**src/dtg_defs.svh**
```systemverilog
// constants for the direct-transfer and module clock gating block
`ifndef DTG_DEFS_SVH
`define DTG_DEFS_SVH

// ----------------------------------------------------------------
// register word addresses
// ----------------------------------------------------------------
`define DTG_OFS_SYSCTL    4'h0
`define DTG_OFS_GATE_ONE  4'h1
`define DTG_OFS_GATE_TWO  4'h2
`define DTG_OFS_IRQ_STAT  4'h3
`define DTG_OFS_IRQ_MASK  4'h4
`define DTG_OFS_MODE      4'h5

// ----------------------------------------------------------------
// system control field positions
// ----------------------------------------------------------------
`define DTG_BIT_STBY      0
`define DTG_BIT_LOWSPD    1
`define DTG_BIT_MEDSPD    2
`define DTG_BIT_DTEN      3
`define DTG_BIT_WCLK      4
`define DTG_BIT_DTIE      5
`define DTG_WAIT_LSB      8
`define DTG_WAIT_MSB      10

// ----------------------------------------------------------------
// reset values
// ----------------------------------------------------------------
`define DTG_GATE_RESET    8'hFF
`define DTG_SYSCTL_RESET  11'h020

// ----------------------------------------------------------------
// timing counts in cpu states and cpu rate divisors
// ----------------------------------------------------------------
`define DTG_SLEEP_STATES  8'h02
`define DTG_INTPROC_STATE 8'h01
`define DTG_EXC_STATES    8'h0E
`define DTG_MED_DIV       8'h08
`define DTG_SUB_DIV       8'h10

`endif

```
**src/dtg_pkg.sv**
```systemverilog
// types for the direct-transfer and module clock gating block
package dtg_pkg;

  typedef enum logic [1:0] {
    DTG_MODE_HIGH = 2'b00,
    DTG_MODE_MED  = 2'b01,
    DTG_MODE_SUB  = 2'b10
  } dtg_mode_e;

  typedef struct packed {
    logic [2:0] wait_sel;
    logic [1:0] rsvd;
    logic       dt_irq_en;
    logic       watch_clk;
    logic       dt_en;
    logic       med_sel;
    logic       low_sel;
    logic       stby_sel;
  } dtg_sysctl_s;

  typedef enum logic [2:0] {
    DTG_ST_RUN   = 3'b000,
    DTG_ST_PRE   = 3'b001,
    DTG_ST_WATCH = 3'b010,
    DTG_ST_SETL  = 3'b011,
    DTG_ST_EXC   = 3'b100,
    DTG_ST_HALT  = 3'b101
  } dtg_state_e;

endpackage

```
**src/dtg_ctrl.sv**
```systemverilog
// power mode controller: direct transfers and peripheral clock gates
`include "dtg_defs.svh"
module dtg_ctrl
  import dtg_pkg::*;
#(
  parameter int WAIT_UNIT = 1024
)
(
  input  wire logic        clk_sys,
  input  wire logic        sys_rst,
  input  wire logic [3:0]  avs_address,
  input  wire logic        avs_read,
  input  wire logic        avs_write,
  input  wire logic [31:0] avs_writedata,
  output logic [31:0]      avs_readdata,
  output logic             avs_waitrequest,
  input  wire logic        sleep_exec,
  input  wire logic        wake_event,
  output logic             cpu_state_tick,
  output logic             cpu_halted,
  output logic [1:0]       run_mode,
  output logic             dt_irq,
  output logic [6:0]       gate_one_en,
  output logic [3:0]       gate_two_en,
  output logic             irq
);

  // ----------------------------------------------------------------
  // registers
  // ----------------------------------------------------------------
  dtg_sysctl_s sysctl_q, sysctl_d;
  logic [7:0]  gate_one_q, gate_one_d;
  logic [7:0]  gate_two_q, gate_two_d;
  logic [1:0]  stat_q, stat_d;
  logic [1:0]  mask_q, mask_d;
  logic [31:0] rdata_q, rdata_d;
  logic        ack_q, ack_d;
  dtg_state_e  st_q, st_d;
  dtg_mode_e   mode_q, mode_d, tgt_q, tgt_d;
  logic [20:0] cnt_q, cnt_d;
  logic        dtirq_q, dtirq_d;
  logic        halt_q, halt_d;
  logic        tick_out_q, tick_out_d;
  logic        irq_q, irq_d;
  logic [7:0]  div;
  logic        tick;
  logic        done_ev;
  logic        halt_ev;

  function automatic logic [20:0] wait_states(input logic [2:0] sel);
    wait_states = 21'(WAIT_UNIT) << sel;
  endfunction

  // ----------------------------------------------------------------
  // avalon slave: one wait cycle, then acknowledge
  // ----------------------------------------------------------------
  always_comb
  begin
    sysctl_d   = sysctl_q;
    gate_one_d = gate_one_q;
    gate_two_d = gate_two_q;
    mask_d     = mask_q;
    stat_d     = stat_q | {halt_ev, done_ev};
    rdata_d    = 32'h0000_0000;
    ack_d      = (avs_read | avs_write) & ~ack_q;
    if (avs_write && ack_q)
    begin
      unique case (avs_address)
        `DTG_OFS_SYSCTL:   sysctl_d   = dtg_sysctl_s'(avs_writedata[10:0]);
        `DTG_OFS_GATE_ONE: gate_one_d = avs_writedata[7:0];
        `DTG_OFS_GATE_TWO: gate_two_d = avs_writedata[7:0];
        `DTG_OFS_IRQ_STAT:
          stat_d = (stat_q & ~avs_writedata[1:0]) | {halt_ev, done_ev};
        `DTG_OFS_IRQ_MASK: mask_d = avs_writedata[1:0];
        default: ;
      endcase
    end
    if (avs_read && !ack_q)
    begin
      unique case (avs_address)
        `DTG_OFS_SYSCTL:   rdata_d = {21'h0, sysctl_q};
        `DTG_OFS_GATE_ONE: rdata_d = {24'h0, gate_one_q};
        `DTG_OFS_GATE_TWO: rdata_d = {24'h0, gate_two_q};
        `DTG_OFS_IRQ_STAT: rdata_d = {30'h0, stat_q};
        `DTG_OFS_IRQ_MASK: rdata_d = {30'h0, mask_q};
        `DTG_OFS_MODE:     rdata_d = {27'h0, st_q, mode_q};
        default:           rdata_d = 32'h0000_0000;
      endcase
    end
    else if (ack_q)
      rdata_d = rdata_q;
    irq_d = |(stat_d & mask_d);
  end

  always_ff @(posedge clk_sys)
  begin
    if (sys_rst)
    begin
      sysctl_q   <= dtg_sysctl_s'(`DTG_SYSCTL_RESET);
      gate_one_q <= `DTG_GATE_RESET;
      gate_two_q <= `DTG_GATE_RESET;
      stat_q     <= 2'h0;
      mask_q     <= 2'h0;
      rdata_q    <= 32'h0000_0000;
      ack_q      <= 1'b0;
      irq_q      <= 1'b0;
    end
    else
    begin
      sysctl_q   <= sysctl_d;
      gate_one_q <= gate_one_d;
      gate_two_q <= gate_two_d;
      stat_q     <= stat_d;
      mask_q     <= mask_d;
      rdata_q    <= rdata_d;
      ack_q      <= ack_d;
      irq_q      <= irq_d;
    end
  end

  assign avs_waitrequest = ~ack_q;
  assign avs_readdata    = rdata_q;
  assign irq             = irq_q;

  // ----------------------------------------------------------------
  // cpu rate: divisor follows the mode, which changes one or two clocks after a state tick
  // ----------------------------------------------------------------
  always_comb
  begin
    unique case (mode_q)
      DTG_MODE_HIGH: div = 8'h01;
      DTG_MODE_MED:  div = `DTG_MED_DIV;
      DTG_MODE_SUB:  div = `DTG_SUB_DIV;
      default:       div = 8'h01;
    endcase
  end

  dtg_rate_div u_div
  (
    .clk_sys (clk_sys),
    .sys_rst (sys_rst),
    .div     (div),
    .tick    (tick)
  );

  // ----------------------------------------------------------------
  // transfer sequencer
  // ----------------------------------------------------------------
  always_comb
  begin
    st_d    = st_q;
    mode_d  = mode_q;
    tgt_d   = tgt_q;
    cnt_d   = cnt_q;
    dtirq_d = 1'b0;
    halt_d  = halt_q;
    done_ev = 1'b0;
    halt_ev = 1'b0;
    unique case (st_q)
      DTG_ST_RUN:
        if (sleep_exec)
        begin
          cnt_d = 21'(`DTG_SLEEP_STATES + `DTG_INTPROC_STATE);
          st_d  = DTG_ST_PRE;
          if (!sysctl_q.dt_en || !sysctl_q.dt_irq_en)
          begin
            st_d    = DTG_ST_HALT;
            halt_d  = 1'b1;
            halt_ev = 1'b1;
          end
          else if (mode_q != DTG_MODE_SUB && sysctl_q.stby_sel &&
                   sysctl_q.low_sel && sysctl_q.watch_clk)
            tgt_d = DTG_MODE_SUB;
          else if (mode_q == DTG_MODE_HIGH && !sysctl_q.stby_sel &&
                   !sysctl_q.low_sel && sysctl_q.med_sel)
            tgt_d = DTG_MODE_MED;
          else if (mode_q == DTG_MODE_MED && !sysctl_q.stby_sel &&
                   !sysctl_q.low_sel && !sysctl_q.med_sel)
            tgt_d = DTG_MODE_HIGH;
          else if (mode_q == DTG_MODE_SUB && sysctl_q.stby_sel &&
                   !sysctl_q.low_sel && sysctl_q.watch_clk)
            tgt_d = sysctl_q.med_sel ? DTG_MODE_MED
                                     : DTG_MODE_HIGH;
          else
          begin
            st_d    = DTG_ST_HALT;
            halt_d  = 1'b1;
            halt_ev = 1'b1;
          end
        end
      DTG_ST_PRE:
        if (tick)
        begin
          if (cnt_q > 21'h1)
            cnt_d = cnt_q - 21'h1;
          else if ((mode_q == DTG_MODE_SUB) != (tgt_q == DTG_MODE_SUB))
            st_d = DTG_ST_WATCH;
          else
          begin
            mode_d = tgt_q;
            cnt_d  = 21'(`DTG_EXC_STATES);
            st_d   = DTG_ST_EXC;
            dtirq_d = 1'b1;
          end
        end
      DTG_ST_WATCH:
      begin
        mode_d = tgt_q;
        if (mode_q == DTG_MODE_SUB)
        begin
          cnt_d = wait_states(sysctl_q.wait_sel);
          st_d  = DTG_ST_SETL;
        end
        else
        begin
          cnt_d   = 21'(`DTG_EXC_STATES);
          st_d    = DTG_ST_EXC;
          dtirq_d = 1'b1;
        end
      end
      DTG_ST_SETL:
        if (tick)
        begin
          if (cnt_q > 21'h1)
            cnt_d = cnt_q - 21'h1;
          else
          begin
            cnt_d   = 21'(`DTG_EXC_STATES);
            st_d    = DTG_ST_EXC;
            dtirq_d = 1'b1;
          end
        end
      DTG_ST_EXC:
        if (tick)
        begin
          if (cnt_q > 21'h1)
            cnt_d = cnt_q - 21'h1;
          else
          begin
            st_d    = DTG_ST_RUN;
            done_ev = 1'b1;
          end
        end
      DTG_ST_HALT:
        if (wake_event)
        begin
          halt_d = 1'b0;
          st_d   = DTG_ST_RUN;
        end
      default: st_d = DTG_ST_RUN;
    endcase
    // state tick leaves through a flop and stays quiet while halted
    tick_out_d = tick & ~halt_d;
  end

  always_ff @(posedge clk_sys)
  begin
    if (sys_rst)
    begin
      st_q    <= DTG_ST_RUN;
      mode_q  <= DTG_MODE_MED;
      tgt_q   <= DTG_MODE_MED;
      cnt_q   <= 21'h0;
      dtirq_q <= 1'b0;
      halt_q  <= 1'b0;
      tick_out_q <= 1'b0;
    end
    else
    begin
      st_q    <= st_d;
      mode_q  <= mode_d;
      tgt_q   <= tgt_d;
      cnt_q   <= cnt_d;
      dtirq_q <= dtirq_d;
      halt_q  <= halt_d;
      tick_out_q <= tick_out_d;
    end
  end

  assign cpu_state_tick = tick_out_q;
  assign cpu_halted     = halt_q;
  assign run_mode       = mode_q;
  assign dt_irq         = dtirq_q;

  // ----------------------------------------------------------------
  // peripheral clock gates, registered per branch
  // ----------------------------------------------------------------
  genvar gi;
  generate
    for (gi = 0; gi < 7; gi++)
    begin : g_one
      dtg_clk_gate u_gate
      (
        .clk_sys (clk_sys),
        .sys_rst (sys_rst),
        .gate_on (gate_one_q[gi]),
        .clk_en  (gate_one_en[gi])
      );
    end
    for (gi = 0; gi < 4; gi++)
    begin : g_two
      dtg_clk_gate u_gate
      (
        .clk_sys (clk_sys),
        .sys_rst (sys_rst),
        .gate_on (gate_two_q[gi]),
        .clk_en  (gate_two_en[gi])
      );
    end
  endgenerate

endmodule

```
**src/dtg_clk_gate.sv**
```systemverilog
// glitch-free latch-free clock enable gate for one branch
module dtg_clk_gate
  import dtg_pkg::*;
(
  input  wire logic clk_sys,
  input  wire logic sys_rst,
  input  wire logic gate_on,
  output logic      clk_en
);

  logic en_q;
  logic en_d;

  // enable changes only on a clock edge, so no pulse is shortened
  always_comb
  begin
    en_d = gate_on;
  end

  always_ff @(posedge clk_sys)
  begin
    if (sys_rst)
      en_q <= 1'b1;
    else
      en_q <= en_d;
  end

  assign clk_en = en_q;

endmodule

```
**src/dtg_rate_div.sv**
```systemverilog
// cpu clock rate divider giving one tick per cpu state
module dtg_rate_div
  import dtg_pkg::*;
(
  input  wire logic       clk_sys,
  input  wire logic       sys_rst,
  input  wire logic [7:0] div,
  output logic            tick
);

  logic [7:0] cnt_q;
  logic [7:0] cnt_d;
  logic       tick_q;
  logic       tick_d;

  // new divisor takes effect at once against the running count: no state shorter than it
  always_comb
  begin
    tick_d = (cnt_q >= div - 8'h01);
    cnt_d  = tick_d ? 8'h00 : cnt_q + 8'h01;
  end

  always_ff @(posedge clk_sys)
  begin
    if (sys_rst)
    begin
      cnt_q  <= 8'h00;
      tick_q <= 1'b0;
    end
    else
    begin
      cnt_q  <= cnt_d;
      tick_q <= tick_d;
    end
  end

  assign tick = tick_q;

endmodule

```
**config.mk**
```make
export PLATFORM = sky130hd
export DESIGN_NAME = dtg_ctrl
export DESIGN_NICKNAME = d
export VERILOG_FILES = /design/src/dtg_pkg.sv /design/src/dtg_ctrl.sv /design/src/dtg_clk_gate.sv /design/src/dtg_rate_div.sv
export VERILOG_INCLUDE_DIRS = /design/src
export SDC_FILE = /design/constraint.sdc
export NUM_CORES = 1
export LEC_CHECK = 0
export BUFFER_PORTS_ARGS = -buffer_cell sky130_fd_sc_hd__buf_2
export CAP_MARGIN = 15
export CORE_MARGIN = 2
export CORE_UTILIZATION = 50
export CTS_CLUSTER_DIAMETER = 40
export DETAILED_ROUTE_END_ITERATION = 7
export PLACE_DENSITY = 0.76
export RECOVER_POWER = 100
export SETUP_SLACK_MARGIN = 0.2
export SYNTH_ARGS = -nofsm -noshare
export SYNTH_HDL_FRONTEND = slang
export SYNTH_SLANG_ARGS = --single-unit
export TNS_END_PERCENT = 50
```
**constraint.sdc**
```tcl
create_clock -name clk_sys -period 2.3 [get_ports clk_sys]
set_input_delay 0.345 -clock clk_sys [delete_from_list [all_inputs] [get_ports clk_sys]]
set_output_delay 0.345 -clock clk_sys [all_outputs]
set_load 0.01 [all_outputs]
```
## Word level (Yosys, flattened, before mapping)

Cells that the tools add are included.

| storage, ports and cells | value |
|---|---|
| register bits | 116 |
| input port bits | 42 |
| output and inout bits | 50 |
| logic and storage cells | 181 |

| operators by class | value |
|---|---|
| add/sub/neg operators | 3 |
| magnitude comparators | 2 |
| equal/unequal tests | 27 |
| shift-type cells | 1 |
| multiplexer cells | 66 |
| bitwise operators | 11 |
| reduce and logical (&&, ||, !) cells | 36 |

Operators by type and width:

| kind | number |
|---|---|
| 21-bit 2-to-1 mux | 9 |
| 21-bit case mux with 5 select lines | 1 |
| 11-bit case mux with 6 select lines | 1 |
| 32-bit 2-to-1 mux | 2 |
| 3-bit 2-to-1 mux | 15 |
| 1-bit 2-to-1 mux | 22 |
| 2-bit 2-to-1 mux | 11 |
| 21-bit by 1-bit greater-than comparator with 1-bit output (second input constant) | 1 |
| 11-bit by 3-bit left shift with 21-bit output (first input constant) | 1 |
| 21-bit by 1-bit subtractor with 21-bit output (second input constant) | 1 |
| 3-bit case mux with 6 select lines | 1 |
| 2-bit inequality test (second input constant) | 8 |
| 1-bit logical AND | 14 |
| 5-bit case mux with 2 select lines | 1 |
| 8-bit by 1-bit adder with 8-bit output (second input constant) | 1 |
| 4-bit by 2-bit equality test with 1-bit output (second input constant) | 2 |
| 4-bit by 3-bit equality test with 1-bit output (second input constant) | 2 |
| 8-bit >= comparator | 1 |
| 2-bit by 1-bit inequality test with 1-bit output (second input constant) | 4 |
| 4-bit AND reduction | 2 |
| 8-bit AND reduction | 1 |
| 7-bit AND reduction | 1 |
| 3-bit by 2-bit equality test with 1-bit output (second input constant) | 2 |
| 3-bit equality test (second input constant) | 2 |
| other kinds (26) | 40 |

## Depth between registers and ports, before layout

Gate-level depths: netlist of run 1.

| logic depth | value |
|---|---|
| depth after elaboration | 16 |
| mapped depth | 9 |
| gate-level depth less buffers | 9 |

## By module

Synthesis of run 1 repeated with hierarchy kept, for this count alone.

| second synthesis, totals | value |
|---|---|
| cell total of the unflattened synthesis | 624 |
| area total of the unflattened synthesis | 5250.0 µm² |

Modules (own cells, without submodules):

| module | times used | cells an instance | area each (µm²) | sequential area each (µm²) |
|---|---|---|---|---|
| dtg_ctrl | 1 | 532 | 4271.6 | 1501.4 |
| dtg_rate_div | 1 | 70 | 689.4 | 180.2 |
| dtg_clk_gate | 11 | 2 | 26.3 | 20.0 |

## Worst setup path before layout of run 1

Ideal clock, no wire load.

| timing | value |
|---|---|
| path kind | reg-to-reg |
| start | reg cnt_q[13] |
| end | reg cnt_q[3] |
| library setup time | 0.126 ns |
| arrival time | 2.208 ns |
| data required time | 2.174 ns |
| slack | -0.034 ns |
| cell stages (with the launch flop) | 10 |
| buffers on the path | 3 |
| period minus slack after synthesis | 2.334 ns |
| path through | dfxtp_1 or3_1 or3_1 buf_6 or3_4 buf_6 a2bb2oi_1 buf_6 nand2_2 o21ai_0 |

| on the way | value |
|---|---|
| cells in the longest elaborated chain, start to end | 4 |
| elaborated cells on any way between the ends | 9 |
| classes of those cells | order compare: 1; eq/ne: 2; mux: 5; reduce/logical: 1 |

Ends and longest elaborated chain:

| element | line | RTL |
|---|---|---|
| from (decl) | dtg_ctrl.sv:40 | `logic [20:0] cnt_q, cnt_d;` |
| from (signal assigned) | dtg_ctrl.sv:273 | `cnt_q <= cnt_d;` |
| 21-bit by 1-bit greater-than comparator with 1-bit output * | dtg_ctrl.sv:194, dtg_ctrl.sv:224, dtg_ctrl.sv:236 |  |
| 21-bit 2-to-1 mux (on tied branches) | dtg_ctrl.sv:224, dtg_ctrl.sv:194 |  |
| 21-bit 2-to-1 mux (on tied branches) | dtg_ctrl.sv:222, dtg_ctrl.sv:192 |  |
| 21-bit case mux with 5 select lines | dtg_ctrl.sv:159 | `unique case (st_q)` |

Every way passes the cells marked *; elsewhere a longest branch is shown, timed or not. The select of a mux whose other input is x is not followed.
A chain may end at the register's enable or synchronous reset.

## Final worst setup path of run 1

| timing | value |
|---|---|
| start | reg cnt_q[13] |
| end | reg cnt_q[19] |

| on the way | value |
|---|---|
| cells in the longest elaborated chain, start to end | 4 |
| elaborated cells on any way between the ends | 12 |
| classes of those cells | add/sub: 1; order compare: 1; eq/ne: 2; mux: 7; reduce/logical: 1 |

Ends and longest elaborated chain:

| element | line |
|---|---|
| 21-bit by 1-bit subtractor with 21-bit output or 21-bit by 1-bit greater-than comparator with 1-bit output (tied branches) | - |
| 21-bit 2-to-1 mux (on tied branches) | dtg_ctrl.sv:236, dtg_ctrl.sv:194, dtg_ctrl.sv:224 |
| 21-bit 2-to-1 mux (on tied branches) | dtg_ctrl.sv:234, dtg_ctrl.sv:192, dtg_ctrl.sv:222 |
| 21-bit case mux with 5 select lines | dtg_ctrl.sv:159 |

Parallel ways exist; a longest one is shown, timed or not. The select of a mux whose other input is x is not followed.

==> impl_metrics.ini, run 1 <==
[run_status]
status = completed

[clock_network]
cts_tree = yes
clkSinkCount = 95
cts-htree-levels = 3
cts_buffers = 9
holdBufCountCts = 0
insertion_delay_ns = 0.38
cts_root_buffer = clkbuf_8
clockBufferDepth = 2
clk_pin_slew_ns = 0.10

[sta]
tightest_slew_ns = 0.634
max-slew-margin-rel = 0.573
tns_ns = 0
hold_viol = 0
drv_slew = 0
fin_crit_ns = 2.26
finalCritPeriodShare = 0.984
setup_viol = 0
clock_skew_ns = 0.0110
rsz0062_at_grt = yes
max_freq_ghz = 0.442

[power]
cellLeakagePower_nw = 2.25
p_per_area_nw_per_um2 = 1070
ir_worst_vdd_uv = 523

[floorplanning]
start_util = 0.508
die_area_sq_um = 10600
num_rows = 36
pin_count = 92
fp.dieH_um = 103
core_area_sq_um = 9640
die_w_um = 103

[global_route]
grt_max_degree = 71
overflow = 0
grt_use_total = 0.225
grt_pass1_vias = 4115
grt_pass1_wl_um = 19100
antenna_found_initial = 0

[synth]
synthAdderAreaFrac = 0.0307
async_reset_ff_frac = 0
synth_top_family_by_area = simple AND/OR/NAND/NOR gates
yosys_warnings = 0
synth_area_leader_cell = dfxtp_1
ys_seq_elements = 95
synthDistinctLibCells = 61
synth.area.mux_share = 0.0511
postSynthCellCount = 587
synth_enable_flop_cells = 0
synth_simple_gate_area_share = 0.237
synth_compound_area_frac = 0.179
syn_area_per_cell_sq_um = 8.34
synth-xor-area-share = 0.0179
yosys.area.top_type_share = 0.388
ys_top_cells_by_area = dfxtp_1, nand2_1, mux2i_1
synth_ff_type = dfxtp_1
synth.cell_area_sq_um = 4900
synth.yosys.seq_area_share = 0.388

[critical_path]
endpoint_kind = flip-flop
worstSetupStartpointType = flip-flop
crit_family = simple AND/OR/NAND/NOR gates
crit_fanout = 12
cp.depth = 7
setup.worst_path.class = reg -> reg
critical_path_buf_inv_count = 1
path_cells = or3_4 -> or3_4 -> or3_4 -> a2bb2oi_2 -> buf_12 -> o22ai_1 -> a22o_1
critPathRequiredTime_ns = 2.62
arrival_ns = 2.58
worstRegToRegCells = 7
critPathMaxStageDelay_ns = 0.45
cp_slowest_cell = or3_4
cpMostUsedCell = or3_4

[routing]
post_drt_wl_per_cell_um = 15.5
wirelength_um = 12000
via_per_inst = 5.73
antenna_left = 0
vias = 4437
initialDrtViolationCount = 285
route.detailed.drc = 0
first_pass_iters = 5

[finish]
syn_to_final_growth_pct = 14.6
layout.cells.non_filler = 775
layout-drive-gt1-share = 0.184
nets = 691
regArea_sq_um = 1900
diodes = 0
post-route-util = 0.582
multi_input_area_sq_um = 2760
fillers = 894
fin_area_sq_um = 5610

[flow_run]
drv_cap = 0

[min_path]
holdPathStages = 3
worstHoldPathType = in -> reg

[placed_design]
place_inst = 756
place_area_sq_um = 5270
gp_congestion = 0.913
io_buffers = 49
hpwlAfterDp_um = 8390
state kept, by name (all words and copies together) (netlist names), 3 cells and up:
signal	cells
cnt_q	21
avs_readdata	11
sysctl_q	11
gate_one_q	8
gate_two_q	8
u_div.cnt_q	8
g_one.u_gate.clk_en	7
g_two.u_gate.clk_en	4
st_q	3
worst paths after layout:
check | from | to | slack (ns)
hold reg to reg | avs_readdata[1] | avs_readdata[1] | 0.47
setup / recovery | cnt_q[13] | cnt_q[19] | 0.04
setup reg to reg | cnt_q[13] | cnt_q[19] | 0.04
hold / removal | avs_writedata[7] | gate_one_q[7] | 0.20
cells in the final DEF (no fill, tap or decap), types with 7 or more instances in the layout:
cell	instances
dfxtp_1	94
nand2_1	66
nor2_1	46
clkbuf_1	31
nand3_1	30
buf_4	26
mux2i_1	25
nor3_1	25
conb_1	23
buf_2	22
a21oi_1	21
inv_1	17
a22oi_1	15
o21ai_0	14
or2_2	13
o22ai_1	12
clkbuf_8	12
ha_1	11
xnor2_1	8
nand4_1	7
a31oi_1	7
Yosys cell counts, types with 4 or more instances:
cell type / count
a31oi_1: 9
xnor2_1: 8
buf_4: 32
buf_6: 4
and2_1: 7
nand3_1: 31
a21oi_1: 22
clkbuf_1: 25
o32ai_2: 5
inv_1: 19
ha_1: 12
nor3_1: 29
nand2b_1: 5
or3_1: 6
nand4_1: 7
or2_2: 13
o21ai_0: 16
a22oi_1: 15
nor3b_1: 6
nor4_1: 5
nand2_1: 68
dfxtp_1: 95
a22o_1: 6
nor2_1: 47
o22ai_1: 12
mux2i_1: 25
nor2b_1: 6
through the flow:
step           hold WS, ns  total power, mW  setup WS, ns
2_1_floorplan        0.428             3.79        0.0133
3_3_place_gp         0.443             4.38        0.0139
3_5_place_dp         0.454             4.45       -0.0166
4_1_cts              0.200             5.76        0.0591
5_1_grt              0.200             6.39       -0.0296
6_report             0.204             6.03        0.0372
cells by family (layout without fill, tap and decap cells):
family                   after synthesis  in the layout
AO/OA/AOI/OAI                        119            119
multiplexers                          25             25
adder cells (fa/ha/maj)               12             12
XOR/XNOR                              10             10
AND/OR/NAND/NOR                      240            240
flip-flops                            95             95
buffers and inverters                 84            118
other                                  2             23
what timing repair did:
action,in CTS,in global routing
pin swaps,2,9
buffers inserted,2,1
setup endpoints to repair,35,35
gates resized for setup,7,33
worst register-to-register path, delay by kind of cell, from the launching register on:
kind / cells / cell delay [ns]
buf+inv: 1 / 0.17
compound gates: 3 / 0.52
flops: 1 / 0.32
simple gates: 3 / 1.21
where the power goes:
part	internal (mW)	leakage, nW	total [mW]	switching, mW
Sequential	1.75	0.770	1.85	0.0955
Clock	0.593	0.109	1.18	0.584
Combinational	1.28	1.38	3.01	1.73
Total	3.63	2.25	6.03	2.41
routing by layer:
metal / wire length [um] / GRT usage / vias up
li1: - / - / 2127
met1: 5180 / 0.297 / 2090
met2: 5700 / 0.354 / 191
met3: 823 / 0.0434 / 29
met4: 289 / 0.109 / 0
met5: 0 / 0 / -
layout make-up:
| type | count | share of cell area |
|---|---|---|
| clock buffers | 12 | 0.0294 |
| clock inverters | 4 | 0.00914 |
| inverters | 19 | 0.0127 |
| multi-input cells | 429 | 0.492 |
| flip-flops and latches | 95 | 0.339 |
| well taps | 133 | 0.0297 |
| repair buffers | 83 | 0.0878 |
No activity file was read; power rests on OpenSTA's default activity.
==> inputs of run 2 (changes only) <==
MAX_ROUTING_LAYER = met4   (was not set)
SLEW_MARGIN = 0   (was not set)
==> impl_metrics.ini, run 2 (synthesis gave the netlist of run 1 again) <==
[power]
ir_worst_vdd_uv = 634
power_mw = 6.01
cellLeakagePower_nw = 2.36
p_per_area_nw_per_um2 = 1060

[critical_path]
critPathRequiredTime_ns = 2.62
cp-endpoint = cnt_q[19]
setup.worst_path.class = reg -> reg
reg2reg_to = cnt_q[19]
arrival_ns = 2.63
worstRegToRegCells = 7
ff2ff_setup_slack_ns = -0.005
r2r_start = cnt_q[13]
crit_fanout = 12
crit_path_start = cnt_q[13]
endpoint_kind = flip-flop
worstSetupStartpointType = flip-flop

[placed_design]
io_buffers = 49
place_inst = 756
hpwlAfterDp_um = 8510
gp_congestion = 0.902

[finish]
syn_to_final_growth_pct = 15.7
layout-drive-gt1-share = 0.242
largest_register = cnt_q
layout.cells.non_filler = 782
final_common_cell = dfxtp_1
layout_common_cells = dfxtp_1, nand2_1, buf_2
diodes = 0
fillers = 889
nets = 698
multi_input_area_sq_um = 2750
largest_register_ffs = 21
regArea_sq_um = 1910

[sta]
drv_slew = 0
max_freq_ghz = 0.434
clock_skew_ns = 0.00944
hold_viol = 0
setup_ws_ns = -0.00532
setup_viol = 1
fin_crit_ns = 2.31
tightest_slew_ns = 0.554
rsz0062_at_grt = yes
finalCritPeriodShare = 1.00
max-slew-margin-rel = 0.627

[clock_network]
cts_root_buffer = clkbuf_8
holdBufCountCts = 0
clk_pin_slew_ns = 0.10
clockBufferDepth = 2
insertion_delay_ns = 0.38
cts-htree-levels = 3
cts_buffers = 9
clkSinkCount = 95
cts_tree = yes

[routing]
vias = 4425
first_pass_iters = 5
initialDrtViolationCount = 266
route.detailed.drc = 0
wirelength_um = 12000
via_per_inst = 5.66
antenna_left = 0
post_drt_wl_per_cell_um = 15.4

[global_route]
grt_use_total = 0.238
grt_pass1_wl_um = 19500
grt_pass1_vias = 4214
grt_max_degree = 30
antenna_found_initial = 0
overflow = 0

[floorplanning]
core_area_sq_um = 9640
start_util = 0.508
pin_count = 92
die_w_um = 103
fp.dieH_um = 103
num_rows = 36
die_area_sq_um = 10600

[run_status]
status = complete, but fails checks
violations = setup timing

[flow_run]
drv_cap = 0

[min_path]
worstHoldPathType = in -> reg
==> run 2: changes by cell type in the layout (fill, tap and decap cells not counted), sizes merged <==
cell	previous run	this run
buf	52	90
clkbuf	43	9
bufinv	1	0
clkinvlp	1	2
inv	20	23
==> run 2: layout make-up <==
type | count | area share
well taps | 133 | 0.0294
clock inverters | 7 | 0.0113
inverters | 19 | 0.0126
multi-input cells | 429 | 0.485
repair buffers | 90 | 0.103
clock buffers | 9 | 0.0219
flip-flops and latches | 95 | 0.336
==> run 2: metal layers <==
| metal | up-vias | GRT usage | part of all wire |
|---|---|---|---|
| met1 | 2084 | 0.293 | 0.44 |
| li1 | 2145 | - | - |
| met3 | 28 | 0.0346 | 0.061 |
| met4 | 0 | 0.119 | 0.026 |
| met5 | - | - | 0 |
| met2 | 168 | 0.382 | 0.47 |
==> run 2: what timing repair did <==
| action | CTS | global route |
|---|---|---|
| setup endpoints to repair | 33 | 36 |
| buffers inserted | 7 | 3 |
| gates resized for setup | 9 | 22 |
| pin swaps | 4 | 11 |
==> run 2: per-stage QoR <==
| step | hold WS [ns] | utilization | setup WS [ns] | instance area (sq um) | TNS [ns] |
|---|---|---|---|---|---|
| after floorplan | 0.428 | - | 0.0133 | 4980 | 0 |
| after global placement | 0.445 | 0.545 | 0.0351 | 5260 | 0 |
| after detailed placement | 0.446 | 0.545 | -0.0361 | 5260 | -0.0438 |
| after CTS | 0.194 | 0.576 | 0.0583 | 5550 | 0 |
| after global routing | 0.204 | 0.588 | -0.0527 | 5660 | -0.288 |
| final | 0.206 | 0.588 | -0.00532 | 5660 | -0.00532 |
==> run 2: worst min-delay path by stage <==
stage                               end  slack [ns]  cells after the start         startpoint
after floorplan                cnt_q[4]        0.43                      1           cnt_q[4]
after global placement         cnt_q[4]        0.44                      1           cnt_q[4]
after detailed placement       cnt_q[4]        0.45                      1           cnt_q[4]
after CTS                   sysctl_q[9]        0.19                      3   avs_writedata[9]
after global routing      gate_two_q[5]        0.20                      3   avs_writedata[5]
final                      sysctl_q[10]        0.21                      3  avs_writedata[10]
==> run 2: critical path: stages, from the launching register on <==
cell       delay (ns)
dfxtp_2          0.33
or3_4            0.39
or3_4            0.37
or3_4            0.45
a2bb2oi_1        0.20
buf_12           0.19
o22ai_1          0.16
a22o_1           0.16
==> run 2: power by group <==
group	internal, mW	total (mW)	switching [mW]	leakage [nW]
Clock	0.417	1.06	0.642	0.0903
Combinational	1.39	3.11	1.71	1.50
Sequential	1.75	1.84	0.0911	0.770
Total	3.56	6.01	2.45	2.36
